--- src/bcs_pkg.sv ---
// Shared constants and carrier types for the board configuration register bank.
package bcs_pkg;

	// Bus and field widths.
	localparam int unsigned ADDR_W = 32;
	localparam int unsigned DATA_W = 8;
	localparam int unsigned CFG_W = 8;
	localparam int unsigned SLOT_W = 5;
	localparam int unsigned SYNC_STAGES = 3;

	// Register offsets on the local bus.
	localparam logic [ADDR_W-1:0] OFS_CFG_SWITCH = 32'h0000_0005;
	localparam logic [ADDR_W-1:0] OFS_TIME_BASE = 32'h0000_0006;
	localparam logic [ADDR_W-1:0] OFS_SLOT_ADDR = 32'hff10_0007;

	// Field positions.
	localparam int unsigned TB_DRIVE_BIT = 0;
	localparam int unsigned SLOT_ADDR_MSB = 7;
	localparam int unsigned SLOT_ADDR_LSB = 3;
	localparam int unsigned SLOT_PARITY_BIT = 0;

	// Reset values.
	localparam logic TB_DRIVE_RESET = 1'h1;
	localparam logic [DATA_W-1:0] RDATA_RESET = 8'h00;
	localparam logic [DATA_W-1:0] RSVD_READ = 8'h00;

	// One bus request as seen by the register bank.
	typedef struct packed {
		logic [ADDR_W-1:0] addr;
		logic [DATA_W-1:0] wdata;
		logic wr;
		logic rd;
	} bcs_bus_req_t;

	// Backplane slot address pins, all active low.
	typedef struct packed {
		logic [SLOT_W-1:0] addr_n;
		logic parity_n;
	} bcs_slot_pins_t;

	// Address decode result.
	typedef struct packed {
		logic cfg_switch;
		logic time_base;
		logic slot_addr;
		logic hit;
	} bcs_sel_t;

endpackage : bcs_pkg

--- src/bcs_addr_decode.sv ---
// Address decoder that selects one register of the bank.
`timescale 1ns/1ns
`default_nettype none
module bcs_addr_decode (
	// Bus address.
	input wire logic [bcs_pkg::ADDR_W-1:0] i_addr,
	// Register selects.
	output var bcs_pkg::bcs_sel_t o_sel
);

	wire sel_cfg;
	wire sel_tb;
	wire sel_slot;

	assign sel_cfg = (i_addr == bcs_pkg::OFS_CFG_SWITCH);
	assign sel_tb = (i_addr == bcs_pkg::OFS_TIME_BASE);
	assign sel_slot = (i_addr == bcs_pkg::OFS_SLOT_ADDR);

	assign o_sel.cfg_switch = sel_cfg;
	assign o_sel.time_base = sel_tb;
	assign o_sel.slot_addr = sel_slot;
	assign o_sel.hit = sel_cfg | sel_tb | sel_slot;

endmodule : bcs_addr_decode
`default_nettype wire

--- src/bcs_board_cfg_regs.sv ---
// Board configuration switch, time-base gate and slot address register bank.
`timescale 1ns/1ns
`default_nettype none
module bcs_board_cfg_regs #(
	parameter int unsigned CFG_W = bcs_pkg::CFG_W,
	parameter int unsigned SLOT_W = bcs_pkg::SLOT_W
) (
	// Clock and reset.
	input wire logic i_ref_clk,
	input wire logic i_nrst,

	// Register port.
	input wire logic [bcs_pkg::ADDR_W-1:0] i_addr,
	input wire logic [bcs_pkg::DATA_W-1:0] i_wdata,
	input wire logic i_wr,
	input wire logic i_rd,
	output logic [bcs_pkg::DATA_W-1:0] o_rdata,
	output logic o_rd_valid,
	output logic o_unmapped,

	// Configuration switch positions, high while a position is ON.
	input wire logic [CFG_W-1:0] i_cfg_switch_on,

	// Backplane slot address pins, active low.
	input wire logic i_slot_addr_bit0_n,
	input wire logic i_slot_addr_bit1_n,
	input wire logic i_slot_addr_bit2_n,
	input wire logic i_slot_addr_bit3_n,
	input wire logic i_slot_addr_bit4_n,
	input wire logic i_slot_addr_parity_n,

	// Processor time-base enable.
	output logic o_processor_time_base_gate
);

	localparam int unsigned PIN_W = CFG_W + SLOT_W + 1;

	// Elaboration checks: the layouts below are fixed at eight data bits.
	if (CFG_W != bcs_pkg::DATA_W) begin : g_chk_cfg
		$error("bcs_board_cfg_regs needs CFG_W equal to the data width");
	end
	if (SLOT_W != bcs_pkg::SLOT_ADDR_MSB - bcs_pkg::SLOT_ADDR_LSB + 1)
	begin : g_chk_slot
		$error("bcs_board_cfg_regs needs SLOT_W to fit bits 7 to 3");
	end

	// Reverses and inverts a field, used for the slot address layout.
	function automatic logic [SLOT_W-1:0] rev_inv(
		input logic [SLOT_W-1:0] v
	);
		logic [SLOT_W-1:0] r;
		r = '0;
		for (int i = 0; i < SLOT_W; i++) begin
			r[SLOT_W-1-i] = ~v[i];
		end
		return r;
	endfunction : rev_inv

	// Bus request carrier.
	bcs_pkg::bcs_bus_req_t req;
	bcs_pkg::bcs_sel_t sel;

	assign req.addr = i_addr;
	assign req.wdata = i_wdata;
	assign req.wr = i_wr;
	assign req.rd = i_rd;

	// Pin carrier.
	bcs_pkg::bcs_slot_pins_t slot_pins;
	bcs_pkg::bcs_slot_pins_t slot_sync;

	assign slot_pins.addr_n = {
		i_slot_addr_bit4_n,
		i_slot_addr_bit3_n,
		i_slot_addr_bit2_n,
		i_slot_addr_bit1_n,
		i_slot_addr_bit0_n
	};
	assign slot_pins.parity_n = i_slot_addr_parity_n;

	// Synchronised pin levels.
	logic [PIN_W-1:0] pins_async;
	logic [PIN_W-1:0] pins_level;
	logic [CFG_W-1:0] cfg_on_sync;

	assign pins_async = {i_cfg_switch_on, slot_pins};
	assign cfg_on_sync = pins_level[PIN_W-1 -: CFG_W];
	assign slot_sync = pins_level[SLOT_W:0];

	bcs_pin_sync #(
		.WIDTH(PIN_W)
	) u_pin_sync (
		.i_ref_clk(i_ref_clk),
		.i_nrst(i_nrst),
		.i_async(pins_async),
		.o_level(pins_level)
	);

	// Register address decode.
	bcs_addr_decode u_addr_decode (
		.i_addr(req.addr),
		.o_sel(sel)
	);

	// Access qualifiers.
	wire wr_time_base;
	wire rd_any;
	wire access_any;
	wire access_miss;

	assign wr_time_base = req.wr & sel.time_base;
	assign rd_any = req.rd;
	assign access_any = req.wr | req.rd;
	assign access_miss = access_any & ~sel.hit;

	// Time-base drive bit; only bit 0 of a write at 0x6 is kept.
	logic tb_drive_reg;
	logic tb_drive_next;

	assign tb_drive_next = wr_time_base ?
		req.wdata[bcs_pkg::TB_DRIVE_BIT] : tb_drive_reg;

	// Gate pin register, loaded from the same next value as the control bit on the same edge.
	logic tb_gate_reg;
	logic tb_gate_next;

	assign tb_gate_next = tb_drive_next;

	// Read views of each register.
	wire [bcs_pkg::DATA_W-1:0] cfg_view;
	wire [bcs_pkg::DATA_W-1:0] tb_view;
	wire [bcs_pkg::DATA_W-1:0] slot_view;

	// Bit n shows position n: low while ON, high while OFF.
	assign cfg_view = ~cfg_on_sync;

	// Reserved bits 7 to 1 read as zero.
	assign tb_view = bcs_pkg::RSVD_READ |
		(bcs_pkg::DATA_W'(tb_drive_reg) << bcs_pkg::TB_DRIVE_BIT);

	// Address bit 0 lands on bit 7 through bit 4 on bit 3, parity on 0.
	assign slot_view = {
		rev_inv(slot_sync.addr_n),
		2'h0,
		~slot_sync.parity_n
	};

	// Read data selection.
	wire [bcs_pkg::DATA_W-1:0] rd_mux;

	assign rd_mux =
		sel.cfg_switch ? cfg_view :
		sel.time_base ? tb_view :
		sel.slot_addr ? slot_view :
		bcs_pkg::RSVD_READ;

	// Read data stand for exactly the cycle after the strobe.
	logic [bcs_pkg::DATA_W-1:0] rdata_reg;
	logic [bcs_pkg::DATA_W-1:0] rdata_next;
	logic rd_valid_reg;
	logic rd_valid_next;
	logic unmapped_reg;
	logic unmapped_next;

	assign rdata_next = rd_any ? rd_mux : bcs_pkg::RDATA_RESET;
	assign rd_valid_next = rd_any;
	assign unmapped_next = access_miss;

	// Registers.
	always_ff @(posedge i_ref_clk) begin
		if (!i_nrst) begin
			tb_drive_reg <= bcs_pkg::TB_DRIVE_RESET;
			tb_gate_reg <= bcs_pkg::TB_DRIVE_RESET;
		end else begin
			tb_drive_reg <= tb_drive_next;
			tb_gate_reg <= tb_gate_next;
		end
	end

	always_ff @(posedge i_ref_clk) begin
		if (!i_nrst) begin
			rdata_reg <= bcs_pkg::RDATA_RESET;
			rd_valid_reg <= 1'h0;
			unmapped_reg <= 1'h0;
		end else begin
			rdata_reg <= rdata_next;
			rd_valid_reg <= rd_valid_next;
			unmapped_reg <= unmapped_next;
		end
	end

	// Outputs.
	assign o_rdata = rdata_reg;
	assign o_rd_valid = rd_valid_reg;
	assign o_unmapped = unmapped_reg;
	assign o_processor_time_base_gate = tb_gate_reg;

endmodule : bcs_board_cfg_regs
`default_nettype wire

--- src/bcs_pin_sync.sv ---
// Three-stage input synchroniser with an agreement filter on the last two.
`timescale 1ns/1ns
`default_nettype none
module bcs_pin_sync #(
	parameter int unsigned WIDTH = 1
) (
	// Clock and reset.
	input wire logic i_ref_clk,
	input wire logic i_nrst,
	// Asynchronous levels in, filtered levels out.
	input wire logic [WIDTH-1:0] i_async,
	output logic [WIDTH-1:0] o_level
);

	logic [WIDTH-1:0] meta_reg;
	logic [WIDTH-1:0] stage2_reg;
	logic [WIDTH-1:0] stage3_reg;
	logic [WIDTH-1:0] level_reg;
	logic [WIDTH-1:0] level_next;
	logic [WIDTH-1:0] agree;

	if (WIDTH < 1) begin : g_chk
		$error("bcs_pin_sync needs WIDTH of at least one");
	end

	// A bit only moves once the second and third stages agree.
	assign agree = ~(stage2_reg ^ stage3_reg);
	assign level_next = (agree & stage3_reg) | (~agree & level_reg);
	assign o_level = level_reg;

	always_ff @(posedge i_ref_clk) begin
		if (!i_nrst) begin
			meta_reg <= '0;
			stage2_reg <= '0;
			stage3_reg <= '0;
			level_reg <= '0;
		end else begin
			meta_reg <= i_async;
			stage2_reg <= meta_reg;
			stage3_reg <= stage2_reg;
			level_reg <= level_next;
		end
	end

endmodule : bcs_pin_sync
`default_nettype wire

--- config.mk ---
export PLATFORM = sky130hd
export DESIGN_NAME = bcs_board_cfg_regs
export DESIGN_NICKNAME = d
export VERILOG_FILES = /design/src/bcs_pkg.sv /design/src/bcs_addr_decode.sv /design/src/bcs_board_cfg_regs.sv /design/src/bcs_pin_sync.sv
export SDC_FILE = /design/constraint.sdc
export NUM_CORES = 1
export LEC_CHECK = 0
export ABC_AREA = 1
export ABC_CLOCK_PERIOD_IN_PS = 1900
export BUFFER_PORTS_ARGS = -buffer_cell sky130_fd_sc_hd__buf_2
export CORE_MARGIN = 5
export CORE_UTILIZATION = 29
export CTS_CLUSTER_DIAMETER = 120
export DETAILED_ROUTE_END_ITERATION = 8
export PLACE_DENSITY_LB_ADDON = 0.05
export SKIP_CTS_REPAIR_TIMING = 1
export SLEW_MARGIN = 10
export SYNTH_ARGS = -nofsm -noshare
export SYNTH_HDL_FRONTEND = slang
export SYNTH_HIERARCHICAL = 1
export SYNTH_SLANG_ARGS = --single-unit
--- constraint.sdc ---
create_clock -name i_ref_clk -period 1.9 [get_ports i_ref_clk]
set_clock_uncertainty 0.15 [all_clocks]
set_input_delay 0.285 -clock i_ref_clk [delete_from_list [all_inputs] [get_ports i_ref_clk]]
set_output_delay 0.285 -clock i_ref_clk [all_outputs]
set_load 0.1 [all_outputs]
# ---- After elaboration in Yosys (flattened, before gate mapping)
# Index checks and enable logic that the tools add are counted.
dict set report totals {
  register_bits 67
  latch_bits 0
  ramBits 0
  mem_bits_ro 0
  inputBits 58
  out_inout_bits 11
  word_cells 34
  mem_count 0
}
dict set report op_classes {
  add_sub_neg 0
  multipliers 0
  div_mod_pow 0
  magnitude_cmp 0
  n_eq_ne 3
  shift 0
  muxes 3
  bitwise 19
  n_reduce_logical 1
}
# op n
set ops {}
lappend ops {{equality test 32 x 3 -> 1 bit, second input constant} 2}
lappend ops {{equality test 32 bit, second input constant} 1}
lappend ops {{bitwise AND 14 bit} 2}
lappend ops {{NOT 14 bit} 2}
lappend ops {{two-way mux 8 bit} 3}
lappend ops {{bitwise OR 14 bit} 1}
lappend ops {{XOR 14 bit} 1}
lappend ops {{NOT 8 bit} 1}
lappend ops {{NOT 1 bit} 7}
lappend ops {{bitwise OR 1 bit} 3}
lappend ops {{bitwise AND 1 bit} 2}
lappend ops {{AND reduction 2 bit} 1}

# ---- Depth between registers and ports, before layout
dict set report logic_depth {
  word_depth 5
  mapped_depth 12
  mapped_depth_nobuf 11
}

# ---- Hierarchy
# The synthesis kept the hierarchy.
# module instances cells_each area_per_inst_um2 seq_area_each_um2
set modules_own_cells {}
lappend modules_own_cells {bcs_pin_sync 1 188 1686.6 1121.1}
lappend modules_own_cells {bcs_board_cfg_regs 1 59 427.9 220.2}
lappend modules_own_cells {bcs_addr_decode 1 86 350.3 0.0}

# ---- Least setup slack after synthesis
# No wires, ideal clock.
dict set report synth_path {
  kind {register to register}
  start {register o_processor_time_base_gate (netlist name)}
  end {register rdata_reg, in the netlist o_rdata[0]}
  setup_ns 0.070
  arrival_time_ns 1.258
  t_required_ns 1.680
  path_slack_ns 0.422
  stages_incl_launch_ff 5
  n_path_buf 0
  period_less_slack_ns 1.478
  cell_sequence {dfxtp_1 nand2_1 nand2_1 nand2_1 a21oi_1}
}
# item line_no
set synth_lines {}
lappend synth_lines {{end signal, assigned} bcs_board_cfg_regs.sv:182} ;# rdata_reg <= bcs_pkg::RDATA_RESET;
lappend synth_lines {{end signal, assigned} bcs_board_cfg_regs.sv:186} ;# rdata_reg <= rdata_next;
lappend synth_lines {{end, declared} bcs_board_cfg_regs.sv:158} ;# logic [bcs_pkg::DATA_W-1:0] rdata_reg;

# ---- Final worst setup path
dict set report layout_path {
  start {register tb_gate_reg (netlist: o_processor_time_base_gate)}
  end {output port o_processor_time_base_gate}
}
# item line_no
set layout_lines {}
lappend layout_lines {{start, declared} bcs_board_cfg_regs.sv:124} ;# logic tb_gate_reg;
lappend layout_lines {{start signal, assigned} bcs_board_cfg_regs.sv:173} ;# tb_gate_reg <= bcs_pkg::TB_DRIVE_RESET;
lappend layout_lines {{start signal, assigned} bcs_board_cfg_regs.sv:176} ;# tb_gate_reg <= tb_gate_next;
lappend layout_lines {{end, declared} bcs_board_cfg_regs.sv:33} ;# output logic o_processor_time_base_gate
# No word-level cell between the ends.

==> implementation parameters <==
Parameter                              Value

Worst setup path
  Slowest stage delay, CP    between 0.4 and 0.5 ns
  Critical path launch point type    flop
  Data required time at the worst endpoint    1.46 ns
  CP Capture Type    primary output
  Highest-delay cell along the critical path    sky130_fd_sc_hd__buf_2
  Cell class contributing the biggest share of worst-path delay    buffers and inverters
  Worst Path Class, Setup    flop to primary output
  Buffering stage count on the worst path with inverters included    1
  Critical path arrival    1.11 ns
  Max Fanout on Critical Path    3
  Worst-path cell chain    buf_2

Status
  Run status    finished with violations
  Violated checks    negative hold slack

Global routing
  Largest net degree at the start of global routing    57
  Global-route total usage across every layer    0.0932
  First-pass GRT wire length    7.51 mm
  Vias in the first global route    1864
  Overflow left after global routing    0
  Antenna violations before repair    0

Timing
  Peak clock frequency supported by timing    roughly 0.65 GHz
  Max-slew headroom    0.676
  Final hold slack    -0.0179 ns
  Max Transition Viols Final    0
  Total negative setup slack    0 ns
  Setup repair after global routing missed its margin    false
  Final period utilization    0.815
  Final setup violation count    0
  Crit path time final    1.55 ns
  Final Hold Viols    2
  Slew at the pin closest to its max-slew limit    0.490 ns

Placement
  Placed Area    2840 sq um
  Post-DP HPWL    between 3 and 4 mm
  RePlAce Congestion    0.661
  Number of buffer cells added on primary ports    61

Synthesis
  Synthesis Warnings    6
  Synth unique cells    18
  Sequential element share of the synthesized area    0.544
  Largest family of logic cells by synthesized area    simple AND/OR/NAND/NOR gates
  XOR/XNOR Fraction of Synth Area    0
  Multiplexer share of the synthesized area    0
  Net count after synthesis    391
  Gate count after technology mapping    333
  Synthesized-area fraction occupied by adder cells    0
  Area of the mapped netlist    2460 sq um
  Post-Synth Simple-Gate Area    0.220
  Fraction of the mapped netlist area in compound gates    0.0726
  Avg Cell Area, Syn    7.40 sq um
  FF+latch count, synth    67

Drt
  Final ANT Viol Nets    0
  Total length of routed wires    about 4.4 mm
  Via count    1973
  Initial detailed-routing violation count    52
  WL/cell    between 8 and 9 um
  # DRC    0
  Number of iterations in the first detailed-routing pass    5
  Vias per cell    between 3 and 4

Power and ir drop
  Cell leakage power    1.74 nW
  Share of total power consumed by net switching    0.221
  Total power    2.74 mW
  VDD IR max    between 0.4 and 0.5 mV
  Share of total power in sequential cells    0.533
  Power density over cell area    roughly 870 nW/um^2
  Sw power    0.605 mW
  Portion of total power attributed to the clock network    0.400
  Gate power share    0.067
  Cell-internal power    2.13 mW

Floorplan
  Die Span Y    102 um
  Die area    around 10000 sq um
  Standard-cell rows    33
  Die boundary width    102 um
  Starting density of the core    0.298
  IO Count    between 60 and 70
  Core region area    8260 sq um

Clock tree
  Deepest level of the CTS H-tree    3
  Number of buffers created by CTS    9
  CTS tree    built
  CTS Root Buffer Type    sky130_fd_sc_hd__clkbuf_8
  Number of clock sinks seen by CTS    67
  Clock latency reported for the late side of the worst-skew pair    0.33 ns
  Clock slew seen by the registers of the worst setup and hold paths    0.07 ns
  CTS Buffer Depth    2

Job
  Max-cap check violation count    0

Finish
  Layout Nets    467
  Layout cell share with drive strength beyond 1    0.210
  Area growth syn-to-layout    27.7%
  Antenna cells    0
  Cell area after layout    between 3000 and 4000 sq um

Min path
  Worst hold path class    input port to flop
[power groups by stage]
stage	Combinational, mW	Sequential, mW	Clock, mW
final	0.183	1.46	1.10
after global routing	0.215	1.46	1.23
after CTS	0.169	1.46	1.17
after detailed placement	0.168	1.49	0
after global placement	0.166	1.49	0
after floorplan	0.0848	1.51	0
[stage by stage]
| stage | worst slack [ns] | instances | utilization |
|---|---|---|---|
| 2_1_floorplan | 0.422 | 333 | - |
| 3_3_place_gp | 0.247 | 491 | 0.344 |
| 3_5_place_dp | 0.246 | 491 | 0.344 |
| 4_1_cts | 0.314 | 507 | 0.367 |
| 5_1_grt | 0.301 | 519 | 0.381 |
| 6_report | 0.352 | 519 | 0.381 |
[area by class of cell]
type	instances	area [sq um]
clock inverters	5	53.8
repair buffers	74	445
flip-flops and latches	67	1340
fillers	916	5110
well taps	105	131
multi-input cells	171	721
inverters	86	323
clock buffers	11	131
[synth_stat cells]
library cell | number | area, sq um
sky130_fd_sc_hd__nand2_1 | 90 | 338
sky130_fd_sc_hd__inv_1 | 83 | 312
sky130_fd_sc_hd__dfxtp_1 | 67 | 1340
sky130_fd_sc_hd__nor2_1 | 36 | 135
sky130_fd_sc_hd__a21oi_1 | 15 | 75.1
sky130_fd_sc_hd__o21ai_0 | 15 | 75.1
sky130_fd_sc_hd__buf_4 | 4 | 30.0
sky130_fd_sc_hd__buf_6 | 4 | 45.0
sky130_fd_sc_hd__o21ai_1 | 4 | 20.0
sky130_fd_sc_hd__inv_2 | 3 | 11.3
sky130_fd_sc_hd__nand2_2 | 3 | 18.8
sky130_fd_sc_hd__nand3_1 | 2 | 10.0
sky130_fd_sc_hd__nor2_2 | 2 | 12.5
sky130_fd_sc_hd__and2_1 | 1 | 6.26
sky130_fd_sc_hd__clkbuf_2 | 1 | 5.00
sky130_fd_sc_hd__nand3_2 | 1 | 10.0
sky130_fd_sc_hd__nor2_4 | 1 | 11.3
sky130_fd_sc_hd__o21ai_2 | 1 | 8.76
[worst paths after layout]
check	start	endpoint	slack, ns	depth (start not counted)
setup / recovery	o_processor_time_base_gate	o_processor_time_base_gate	0.35	1
hold / removal	i_slot_addr_bit0_n	u_pin_sync/meta_reg[1]	-0.02	3
setup reg to reg	o_processor_time_base_gate	o_rdata[0]	1.05	4
hold reg to reg	u_pin_sync/meta_reg[8]	u_pin_sync/stage2_reg[8]	0.25	2
[worst register-to-register path, cell delays in order, from the launching register on]
cell	delay, ns
sky130_fd_sc_hd__dfxtp_1	0.35
sky130_fd_sc_hd__nand2_1	0.06
sky130_fd_sc_hd__nand2_1	0.05
sky130_fd_sc_hd__nand2_1	0.05
sky130_fd_sc_hd__a21oi_1	0.12
[routing by layer]
metal	vias to the layer above	wire length (um)	track usage
met5	-	0	0
met2	40	2020	0.160
met4	0	46	0.0303
li1	1099	-	-
met1	830	2010	0.101
met3	4	355	0.0444
[cell usage in the layout (no fill, tap or decap)]
cell / netlist / routed
sky130_fd_sc_hd__a21oi_1: 15 / 15
sky130_fd_sc_hd__and2_1: 1 / 1
sky130_fd_sc_hd__buf_12: 0 / 1
sky130_fd_sc_hd__buf_2: 0 / 61
sky130_fd_sc_hd__bufinv_16: 0 / 1
sky130_fd_sc_hd__clkbuf_1: 0 / 2
sky130_fd_sc_hd__clkbuf_8: 0 / 9
sky130_fd_sc_hd__clkinv_2: 0 / 3
sky130_fd_sc_hd__clkinv_4: 0 / 1
sky130_fd_sc_hd__dfxtp_1: 67 / 67
sky130_fd_sc_hd__dlygate4sd3_1: 0 / 12
sky130_fd_sc_hd__inv_1: 83 / 83
sky130_fd_sc_hd__inv_2: 3 / 3
sky130_fd_sc_hd__nand2_1: 90 / 90
sky130_fd_sc_hd__nand2_2: 3 / 3
sky130_fd_sc_hd__nand3_1: 2 / 2
sky130_fd_sc_hd__nand3_2: 1 / 1
sky130_fd_sc_hd__nor2_1: 36 / 36
sky130_fd_sc_hd__nor2_2: 2 / 2
sky130_fd_sc_hd__nor2_4: 1 / 1
sky130_fd_sc_hd__o21ai_0: 15 / 15
sky130_fd_sc_hd__o21ai_1: 4 / 4
sky130_fd_sc_hd__o21ai_2: 1 / 1
[cells by family after synthesis]
logic type | Yosys count
buffers and inverters | 95
AOI/OAI and AO/OA | 35
and+or+nand+nor | 136
DFF | 67
No activity file was read; power rests on OpenSTA's default activity.
